### config.mk
export PLATFORM = sky130hd
export DESIGN_NAME = sac_adc_ctrl
export DESIGN_NICKNAME = d
export VERILOG_FILES = /design/src/hdl/sac_pkg.sv /design/src/hdl/sac_adc_ctrl.sv
export SDC_FILE = /design/constraint.sdc
export NUM_CORES = 1
export LEC_CHECK = 0
export BUFFER_PORTS_ARGS = -buffer_cell sky130_fd_sc_hd__buf_2
export CORE_MARGIN = 2
export CORE_UTILIZATION = 56
export DETAILED_ROUTE_END_ITERATION = 8
export PLACE_DENSITY = 0.86
export SYNTH_ARGS = -nofsm -noshare
export SYNTH_HDL_FRONTEND = slang
export SYNTH_SLANG_ARGS = --single-unit
### constraint.sdc
create_clock -name ref_clk -period 3.3 [get_ports ref_clk]
set_clock_uncertainty 0.1 [all_clocks]
set_input_delay 0.495 -clock ref_clk [delete_from_list [all_inputs] [get_ports ref_clk]]
set_output_delay 0.495 -clock ref_clk [all_outputs]
set_load 0.02 [all_outputs]
### src/hdl/sac_pkg.sv
// Constants, register map and types of the successive-approximation converter control.

`default_nettype none

package sac_pkg;

  // ****************************************************************
  // Register map: printed offsets are indices, byte address is 4x.
  // ****************************************************************
  localparam int unsigned ADDR_W            = 12;            // APB address width.
  localparam logic [9:0]  IDX_RESULT        = 10'h070;       // Conversion result index.
  localparam logic [9:0]  IDX_CONTROL       = 10'h071;       // Control and status index.
  localparam logic [9:0]  IDX_IRQ_STATUS    = 10'h072;       // Sticky event status index.
  localparam logic [9:0]  IDX_IRQ_CLEAR     = 10'h073;       // Event clear index.
  localparam logic [9:0]  IDX_IRQ_ENABLE    = 10'h074;       // Event enable index.
  localparam logic [11:0] ADDR_RESULT       = {IDX_RESULT, 2'b00};
  localparam logic [11:0] ADDR_CONTROL      = {IDX_CONTROL, 2'b00};
  localparam logic [11:0] ADDR_IRQ_STATUS   = {IDX_IRQ_STATUS, 2'b00};
  localparam logic [11:0] ADDR_IRQ_CLEAR    = {IDX_IRQ_CLEAR, 2'b00};
  localparam logic [11:0] ADDR_IRQ_ENABLE   = {IDX_IRQ_ENABLE, 2'b00};

  // ****************************************************************
  // Field positions and reset values.
  // ****************************************************************
  localparam int unsigned BIT_COMPLETE      = 7;             // Completion flag.
  localparam int unsigned BIT_POWER_ON      = 5;             // Converter power-on bit.
  localparam int unsigned CHAN_W            = 3;             // Channel select width.
  localparam int unsigned IRQ_W             = 2;             // Number of event bits.
  localparam int unsigned IRQ_SETTLED       = 0;             // Stabilization finished.
  localparam int unsigned IRQ_ABORTED       = 1;             // Conversion aborted by write.
  localparam logic [7:0]  RESET_RESULT      = 8'h00;         // Result after reset.
  localparam logic [7:0]  TRIAL_FIRST       = 8'h80;         // First trial code.

  // ****************************************************************
  // Timing.
  // ****************************************************************
  localparam int unsigned CLK_PERIOD_PS     = 5000;          // 200 MHz clock.
  localparam int unsigned STAB_TIME_NS      = 30000;         // Typical settle time.
  localparam int unsigned STAB_CYCLES       = STAB_TIME_NS * 1000 / CLK_PERIOD_PS;
  localparam int unsigned STAB_W            = 16;            // Settle counter width.
  localparam logic [5:0]  CONV_LAST         = 6'h3f;         // 64 cycles per conversion.
  localparam int unsigned SAMPLE_HALF       = 63;            // 31.5 cycles in half cycles.
  localparam logic [5:0]  SAMPLE_LAST       = 6'((SAMPLE_HALF + 1) / 2 - 1);
  localparam logic [1:0]  TRIAL_LAST        = 2'h3;          // 4 cycles per trial bit.

  // Converter sequencer states, Gray coded along off, settle, sample, convert.
  typedef enum logic [1:0] {
    SAC_OFF     = 2'b00,
    SAC_SETTLE  = 2'b01,
    SAC_SAMPLE  = 2'b11,
    SAC_CONVERT = 2'b10
  } sac_state_type;

endpackage : sac_pkg

`default_nettype wire

### src/hdl/sac_adc_ctrl.sv
// Control logic of the 8-bit eight-channel successive-approximation converter.
`timescale 1ns/1ps
`default_nettype none

module sac_adc_ctrl #(
  parameter int unsigned STAB_CYCLES = sac_pkg::STAB_CYCLES
) (
  input  wire logic        ref_clk,            // 200 MHz clock.
  input  wire logic        reset_n,            // Asynchronous reset, active low.
  input  wire logic        psel,               // APB select.
  input  wire logic        penable,            // APB access phase.
  input  wire logic        pwrite,             // APB direction, high for write.
  input  wire logic [11:0] paddr,              // APB byte address.
  input  wire logic [31:0] pwdata,             // APB write data.
  input  wire logic [3:0]  pstrb,              // APB byte strobes.
  output logic      [31:0] prdata,             // APB read data.
  output logic             pready,             // APB ready.
  output logic             pslverr,            // APB error on unmapped address.
  input  wire logic        halt_mode,          // Chip is in halt mode.
  input  wire logic        cmp_above,          // Input at or above the trial level.
  output logic             analog_power_en,    // Powers the analog core.
  output logic      [2:0]  channel_select,     // Analog multiplexer select.
  output logic             sample_hold,        // High while sampling.
  output logic      [7:0]  dac_code,           // Trial code for the comparator.
  output logic             irq                 // Level interrupt.
);

  // ****************************************************************
  // Decode helper.
  // ****************************************************************

  // Compares the bus address with one register address.
  function automatic logic addr_hit(input logic [11:0] a, input logic [11:0] target);
    addr_hit = (a == target);
  endfunction : addr_hit

  // ****************************************************************
  // Declarations.
  // ****************************************************************
  localparam int unsigned STAB_W_L = sac_pkg::STAB_W;
  localparam logic [STAB_W_L-1:0] STAB_LAST = STAB_W_L'(STAB_CYCLES - 1);
  sac_pkg::sac_state_type state_q;             // Sequencer state.
  sac_pkg::sac_state_type state_d;             // Next sequencer state.
  logic                   power_on_q;          // converter_power_on bit.
  logic [2:0]             chan_q;              // Channel select bits.
  logic                   complete_q;          // Completion flag.
  logic [7:0]             result_q;            // conversion_result register.
  logic [7:0]             work_q;              // Trial code under test.
  logic [5:0]             phase_q;             // Cycle within a conversion.
  logic [STAB_W_L-1:0]    stab_cnt_q;          // Stabilization counter.
  logic [1:0]             irq_status_q;        // Sticky event bits.
  logic [1:0]             irq_enable_q;        // Event enable bits.
  logic [31:0]            prdata_q;            // Read data captured in setup.
  logic [31:0]            rd_mux;              // Read data selected by address.
  logic                   setup;               // APB setup cycle.
  logic                   access;              // APB access cycle.
  logic                   mapped;              // Address hits a register.
  logic                   wr_ctrl;             // Write to control register.
  logic                   wr_clr;              // Write to event clear register.
  logic                   wr_en;               // Write to event enable register.
  logic                   rd_result;           // Read of result register.
  logic                   pwr_next;            // Power bit after this cycle.
  logic                   run_en;              // Converter allowed to run.
  logic                   active;              // Sampling or converting.
  logic                   abort;               // Running conversion is aborted.
  logic                   stab_done;           // Stabilization time has elapsed.
  logic                   conv_done;           // Last cycle of a conversion.
  logic                   slot_end;            // Last cycle of a trial bit.
  logic [2:0]             slot;                // Trial bit slot, 0 is the MSB.
  logic [7:0]             mask;                // Bit under trial.
  logic [7:0]             decided;             // Code after the current trial.
  logic [1:0]             irq_event;           // Event pulses.

  // ****************************************************************
  // APB slave.
  // ****************************************************************

  // Phase decode; every access is answered in its first access cycle.
  assign setup   = psel & ~penable;
  assign access  = psel & penable;
  assign pready  = access;
  assign prdata  = prdata_q;

  // Address decode against the five registers.
  assign mapped  = addr_hit(paddr, sac_pkg::ADDR_RESULT)
                 | addr_hit(paddr, sac_pkg::ADDR_CONTROL)
                 | addr_hit(paddr, sac_pkg::ADDR_IRQ_STATUS)
                 | addr_hit(paddr, sac_pkg::ADDR_IRQ_CLEAR)
                 | addr_hit(paddr, sac_pkg::ADDR_IRQ_ENABLE);
  assign pslverr = access & ~mapped;

  // Write and read strobes; only byte lane 0 carries register data.
  assign wr_ctrl   = access & pwrite & pstrb[0] & addr_hit(paddr, sac_pkg::ADDR_CONTROL);
  assign wr_clr    = access & pwrite & pstrb[0] & addr_hit(paddr, sac_pkg::ADDR_IRQ_CLEAR);
  assign wr_en     = access & pwrite & pstrb[0] & addr_hit(paddr, sac_pkg::ADDR_IRQ_ENABLE);
  assign rd_result = access & ~pwrite & addr_hit(paddr, sac_pkg::ADDR_RESULT);

  // Read multiplexer; unused bits read zero.
  always_comb
  begin
    rd_mux = 32'h0000_0000;
    if (addr_hit(paddr, sac_pkg::ADDR_RESULT))
    begin
      rd_mux[7:0] = result_q;
    end
    else if (addr_hit(paddr, sac_pkg::ADDR_CONTROL))
    begin
      // Bits 6, 4 and 3 always read zero.
      rd_mux[sac_pkg::BIT_COMPLETE] = complete_q;
      rd_mux[sac_pkg::BIT_POWER_ON] = power_on_q;
      rd_mux[2:0]                   = chan_q;
    end
    else if (addr_hit(paddr, sac_pkg::ADDR_IRQ_STATUS))
    begin
      rd_mux[1:0] = irq_status_q;
    end
    else if (addr_hit(paddr, sac_pkg::ADDR_IRQ_ENABLE))
    begin
      rd_mux[1:0] = irq_enable_q;
    end
    else
    begin
      rd_mux = 32'h0000_0000;
    end
  end

  // Read data is registered in setup and held; an unmapped access loads zero.
  always_ff @(posedge ref_clk or negedge reset_n)
  begin
    if (!reset_n)
    begin
      prdata_q <= 32'h0000_0000;
    end
    else if (setup && (!pwrite || !mapped))
    begin
      prdata_q <= rd_mux;
    end
  end

  // ****************************************************************
  // Control register.
  // ****************************************************************

  // Power and channel bits are written only by software; writes to
  // the reserved bits are dropped.
  always_ff @(posedge ref_clk or negedge reset_n)
  begin
    if (!reset_n)
    begin
      power_on_q <= 1'b0;
      chan_q     <= 3'h0;
    end
    else if (wr_ctrl)
    begin
      power_on_q <= pwdata[sac_pkg::BIT_POWER_ON];
      chan_q     <= pwdata[2:0];
    end
  end

  // Multiplexer only selects; pin input buffers stay with the ports,
  // so a pin used as analog input still reads as logic.
  assign channel_select = chan_q;

  // ****************************************************************
  // Sequencer.
  // ****************************************************************

  // A write that clears the power bit stops the converter at once.
  // Halt stops it too; wait mode has no input here.
  assign pwr_next  = wr_ctrl ? pwdata[sac_pkg::BIT_POWER_ON] : power_on_q;
  assign run_en    = pwr_next & ~halt_mode;
  assign active    = (state_q == sac_pkg::SAC_SAMPLE) | (state_q == sac_pkg::SAC_CONVERT);
  assign abort     = wr_ctrl & active & run_en;
  assign stab_done = (state_q == sac_pkg::SAC_SETTLE) & (stab_cnt_q == STAB_LAST);
  assign conv_done = (state_q == sac_pkg::SAC_CONVERT) & (phase_q == sac_pkg::CONV_LAST)
                   & ~abort & run_en;

  // Next state: settle after every power-up or wake-up, then convert
  // back to back until stopped.
  always_comb
  begin
    state_d = state_q;
    if (!run_en)
    begin
      state_d = sac_pkg::SAC_OFF;
    end
    else
    begin
      case (state_q)
        sac_pkg::SAC_OFF:
          state_d = sac_pkg::SAC_SETTLE;
        sac_pkg::SAC_SETTLE:
          if (stab_done)
          begin
            state_d = sac_pkg::SAC_SAMPLE;
          end
        sac_pkg::SAC_SAMPLE:
          if (!abort && phase_q == sac_pkg::SAMPLE_LAST)
          begin
            state_d = sac_pkg::SAC_CONVERT;
          end
        sac_pkg::SAC_CONVERT:
          if (abort || phase_q == sac_pkg::CONV_LAST)
          begin
            state_d = sac_pkg::SAC_SAMPLE;
          end
        default:
          state_d = sac_pkg::SAC_OFF;
      endcase
    end
  end

  // State register.
  always_ff @(posedge ref_clk or negedge reset_n)
  begin
    if (!reset_n)
    begin
      state_q <= sac_pkg::SAC_OFF;
    end
    else
    begin
      state_q <= state_d;
    end
  end

  // Stabilization counter runs only while settling.
  always_ff @(posedge ref_clk or negedge reset_n)
  begin
    if (!reset_n)
    begin
      stab_cnt_q <= '0;
    end
    else if (state_q == sac_pkg::SAC_SETTLE && state_d == sac_pkg::SAC_SETTLE)
    begin
      stab_cnt_q <= stab_cnt_q + 1'b1;
    end
    else
    begin
      stab_cnt_q <= '0;
    end
  end

  // Phase counter: 0..31 sampling, 32..63 eight 4-cycle trials.
  always_ff @(posedge ref_clk or negedge reset_n)
  begin
    if (!reset_n)
    begin
      phase_q <= 6'h00;
    end
    else if (!active || abort || state_d == sac_pkg::SAC_OFF)
    begin
      phase_q <= 6'h00;
    end
    else
    begin
      phase_q <= phase_q + 6'h01;
    end
  end

  // Analog strobes follow the state register.
  assign analog_power_en = (state_q != sac_pkg::SAC_OFF);
  assign sample_hold     = (state_q == sac_pkg::SAC_SAMPLE);
  assign dac_code        = work_q;

  // ****************************************************************
  // Successive approximation.
  // ****************************************************************

  // Trial slot and the bit it tests.
  assign slot     = phase_q[4:2];
  assign mask     = sac_pkg::TRIAL_FIRST >> slot;
  assign slot_end = (state_q == sac_pkg::SAC_CONVERT) & (phase_q[1:0] == sac_pkg::TRIAL_LAST);
  // Keep the bit when the input is at or above the trial level, so an
  // input at the high reference ends at all ones.
  assign decided  = cmp_above ? work_q : (work_q & ~mask);

  // Trial register; it drives the comparator DAC directly.
  always_ff @(posedge ref_clk or negedge reset_n)
  begin
    if (!reset_n)
    begin
      work_q <= 8'h00;
    end
    else if (abort || state_d != sac_pkg::SAC_CONVERT)
    begin
      work_q <= 8'h00;
    end
    else if (state_q == sac_pkg::SAC_SAMPLE)
    begin
      work_q <= sac_pkg::TRIAL_FIRST;
    end
    else if (slot_end)
    begin
      work_q <= decided | (mask >> 1);
    end
  end

  // Result register loads only on completion and otherwise keeps
  // its value, also while switched off.
  always_ff @(posedge ref_clk or negedge reset_n)
  begin
    if (!reset_n)
    begin
      result_q <= sac_pkg::RESET_RESULT;
    end
    else if (conv_done)
    begin
      result_q <= decided;
    end
  end

  // Completion flag: set wins over a clear in the same cycle.
  always_ff @(posedge ref_clk or negedge reset_n)
  begin
    if (!reset_n)
    begin
      complete_q <= 1'b0;
    end
    else if (conv_done)
    begin
      complete_q <= 1'b1;
    end
    else if (rd_result || wr_ctrl || !power_on_q)
    begin
      complete_q <= 1'b0;
    end
  end

  // ****************************************************************
  // Event interrupts.
  // ****************************************************************

  // Events are stabilization finished and conversion aborted; the
  // completion flag is kept out of the interrupt on purpose.
  assign irq_event[sac_pkg::IRQ_SETTLED] = stab_done & run_en;
  assign irq_event[sac_pkg::IRQ_ABORTED] = abort;

  // One sticky bit per event; a new event wins over a clear.
  for (genvar i = 0; i < sac_pkg::IRQ_W; i++)
  begin : g_irq
    always_ff @(posedge ref_clk or negedge reset_n)
    begin
      if (!reset_n)
      begin
        irq_status_q[i] <= 1'b0;
      end
      else if (irq_event[i])
      begin
        irq_status_q[i] <= 1'b1;
      end
      else if (wr_clr && pwdata[i])
      begin
        irq_status_q[i] <= 1'b0;
      end
    end
  end

  // Enable register.
  always_ff @(posedge ref_clk or negedge reset_n)
  begin
    if (!reset_n)
    begin
      irq_enable_q <= 2'h0;
    end
    else if (wr_en)
    begin
      irq_enable_q <= pwdata[1:0];
    end
  end

  // Interrupt is high while any enabled status bit is set.
  assign irq = |(irq_status_q & irq_enable_q);

endmodule : sac_adc_ctrl

`default_nettype wire

==> impl_metrics.tcl <==
set metrics [dict create \
    reg2reg_from "phase_q[0]$_DFF_PN0_" \
    finalInstanceArea_um2 3790 \
    post_cts_buffers 0 \
    fillers 495 \
    numCtsBuffers 9 \
    status "finished clean" \
    synth.ff_latch_count 57 \
    synthCells 347 \
    hp-class "in -> async" \
    sw_frac_of_total_pct 26.9 \
    startpoint "paddr[9]" \
    cts_max_level 3 \
    num_rows 28 \
    die_w_um 82.2 \
    startpoint_type "input port" \
    switchingPower_uw 373 \
    area.sequential_um2 1430 \
    die-area_um2 6760 \
    hold_violations 0 \
    p_total_uw 1390 \
    yosysTopAreaCellShare_pct 41.7 \
    ioPinCount 103 \
    clkLatencyLatePin_ns 0.34 \
    synth_top_family_by_area "simple AND/OR/NAND/NOR gates" \
    cpPeakStageDelay_ns 0.72 \
    wire_per_inst_um 16.8 \
    top_usage_layer "met2" \
    crit_end "pslverr" \
    clock.fmax_ghz 0.392 \
    placed_cells 456 \
    rsz0062_at_grt "false" \
    yosysTopAreaCell "dfrtp_1" \
    cts_buffer_depth 2 \
    cts_tree "yes" \
    crit_family "simple AND/OR/NAND/NOR gates" \
    r2r_end "result_q[1]$_DFFE_PN0P_" \
    post-dp-hpwl_um 5640 \
    p_comb_share_pct 6.6 \
    drt-pass1-iter-count 5 \
    setup_viol 0 \
    die_h_um 82.2 \
    routabilityCongestion 0.891 \
    final_layout_size_suffix_gt1_share_pct 24.2 \
    cp.depth 5 \
    drcViolationCount 0 \
    use_met3_pct 4.78 \
    synth_fa_ha_area_share_pct 0.731 \
    cp-end-kind "output pin" \
    placed_area_um2 3610 \
    tightestPinTransition_ns 0.847 \
    clkPwrFrac_pct 43.1 \
    ctsResizeCount 0 \
    yosys.area_share.simple_pct 21.0 \
    timing.final.crit_period_ns 2.55 \
    met2_usage_pct 42.7 \
    timing.critical_path.fanout_max 8 \
    slew_headroom_pct 43.5 \
    cp_cell_sequence "buf_2, or4b_1, nor3_4, a21oi_1, buf_2" \
    timing.hold.ws_ns 0.140 \
    yosysSeqAreaShare_pct 41.7 \
    netlist_area_um2 3420 \
    yosysWarnings 0 \
    io_buffers 47 \
    grt_max_degree 36 \
    syn_area_per_cell_um2 9.87 \
    cts.sinks 57 \
    critical_path_class "in -> out" \
    area_growth_syn_to_layout_pct 10.8 \
    start_util_pct 57.8 \
    power.density_nw_per_um2 366 \
    antenna_found_initial 0 \
    r2r_cells 5 \
    async_flop_share_pct 100 \
    critPathBufInv 2 \
    critPathArrivalTime_ns 1.96 \
    synth_compound_area_share_pct 14.4 \
    grt_pass1_wl_um 13200 \
    path_common_cell "buf_2" \
    multi_input_area_um2 1750 \
    fp.coreArea_um2 5920 \
    root_buffer "clkbuf_8" \
    nets 449 \
    synth_xor_area_share_pct 4.60 \
    ctsHoldBuffers 0 \
    synth-main-ff-cell "dfrtp_1" \
    grt.total_usage_pct 26.0 \
    irDropWorstVdd_mv 0.255 \
    clk_pin_slew_worst_paths_ns 0.07 \
    postRouteAntennaNets 0 \
    drtIter0Drc 277 \
    synth.distinct_cells 62 \
    tns_ns 0 \
    synth.area.mux_share_pct 7.89 \
    fin_crit_sh_pct 77.4 \
    rrSetupSlack_ns 0.84 \
    grt-ovfl-total 0 \
    wirelength_um 7940 \
    diodes 0 \
    crit_path_top_delay_cell "or4b_1" \
    worstPathRequired_ns 2.70 \
    synth_area_leaders "dfrtp_1 (42%), buf_4 (5.7%), mux2_2 (5.3%)" \
    layout.cells.non_filler 472 \
    grt_use_met1_pct 32.8 \
    cap_violations 0 \
    intPower_uw 1010 \
    vias 2860 \
    p_seq_share_pct 50.4 \
    viasPerCell 6.06 \
    slew_viol_final 0 \
    grt_pass1_vias 2773 \
    synth_edf_count 0 \
    leakage_uw 0.00168 \
]
-- layout make-up --
cell class | instances | share of cell area (%)
multi-input combinational | 253 | 46.2
tap | 75 | 2.47
clock inverter | 6 | 1.12
inverter | 20 | 1.98
clock buffer | 10 | 3.63
sequential | 57 | 37.6
timing repair buffer | 51 | 6.99
-- logic make-up (layout without fill, tap and decap cells) --
| family | Yosys count | after routing |
|---|---|---|
| compound gates | 66 | 66 |
| other cells | 1 | 24 |
| buf+inv | 60 | 87 |
| flops | 57 | 57 |
| fa+ha+maj | 2 | 2 |
| mux | 25 | 25 |
| xor+xnor | 18 | 18 |
| simple gates | 118 | 118 |
-- power groups by stage --
stage          clock network (µW)  logic, µW  registers [µW]
6_report                      597       91.1             699
2_1_floorplan                   0       72.7             712
3_5_place_dp                    0       91.1             712
3_3_place_gp                    0       88.4             712
5_1_grt                       642        103             698
4_1_cts                       606       91.4             699
-- cell usage after synthesis (all sizes together) (2+ instances only) --
cell type / number
dfrtp: 57
buf: 29
a211oi: 20
inv: 20
nor2: 19
nand2: 18
mux2: 16
nor4: 13
xnor2: 13
clkbuf: 11
nand3: 10
nand4: 10
a21oi: 9
mux2i: 9
o21ai: 9
nor3: 8
nor2b: 6
nand2b: 5
nor3b: 5
or3: 5
xor2: 5
a21boi: 4
a211o: 3
a41oi: 3
nand3b: 3
or2: 3
or4: 3
a221oi: 2
a22oi: 2
ha: 2
nor4bb: 2
o221ai: 2
or4b: 2
-- metal layers --
layer,vias to the layer above,part of all wire [%]
li1,1323,-
met1,1393,41
met2,121,50
met3,23,6.4
met4,0,2.8
met5,-,0
-- through the flow --
step	worst slack [ns]	utilization, %
final	0.747	64.1
after floorplan	0.912	-
after global routing	0.629	64.1
after detailed placement	0.659	61.0
after CTS	0.744	64.1
after global placement	0.692	61.0
-- cells in the final DEF (no fill, tap or decap), types with 13 or more instances in the layout --
cell      synthesis  routed
nor4_1           13      13
xnor2_1          13      13
mux2_2           16      16
nand2_1          18      18
a211oi_1         19      19
dfrtp_1          57      57
buf_2             1      47
inv_1            20      20
conb_1            1      24
nor2_1           18      18
-- state kept, by name, summed over array words and instances (netlist names) --
register / flops
irq_enable_q: 2
irq_status_q: 2
state_q: 2
stab_cnt_q: 16
prdata: 8
power_on_q: 1
result_q: 8
channel_select: 3
complete_q: 1
phase_q: 6
dac_code: 8
-- worst min-delay path by stage --
stage                                    end  cells after the start  slack, ns
2_1_floorplan  channel_select[0]$_DFFE_PN0N_                      0        0.1
3_3_place_gp            phase_q[0]$_DFF_PN0_                      1       0.37
3_5_place_dp            phase_q[0]$_DFF_PN0_                      1       0.39
4_1_cts              stab_cnt_q[4]$_DFF_PN0_                      1       0.17
5_1_grt              stab_cnt_q[4]$_DFF_PN0_                      1       0.22
6_report             stab_cnt_q[4]$_DFF_PN0_                      1       0.14
Power figures use the tool's default switching activity.
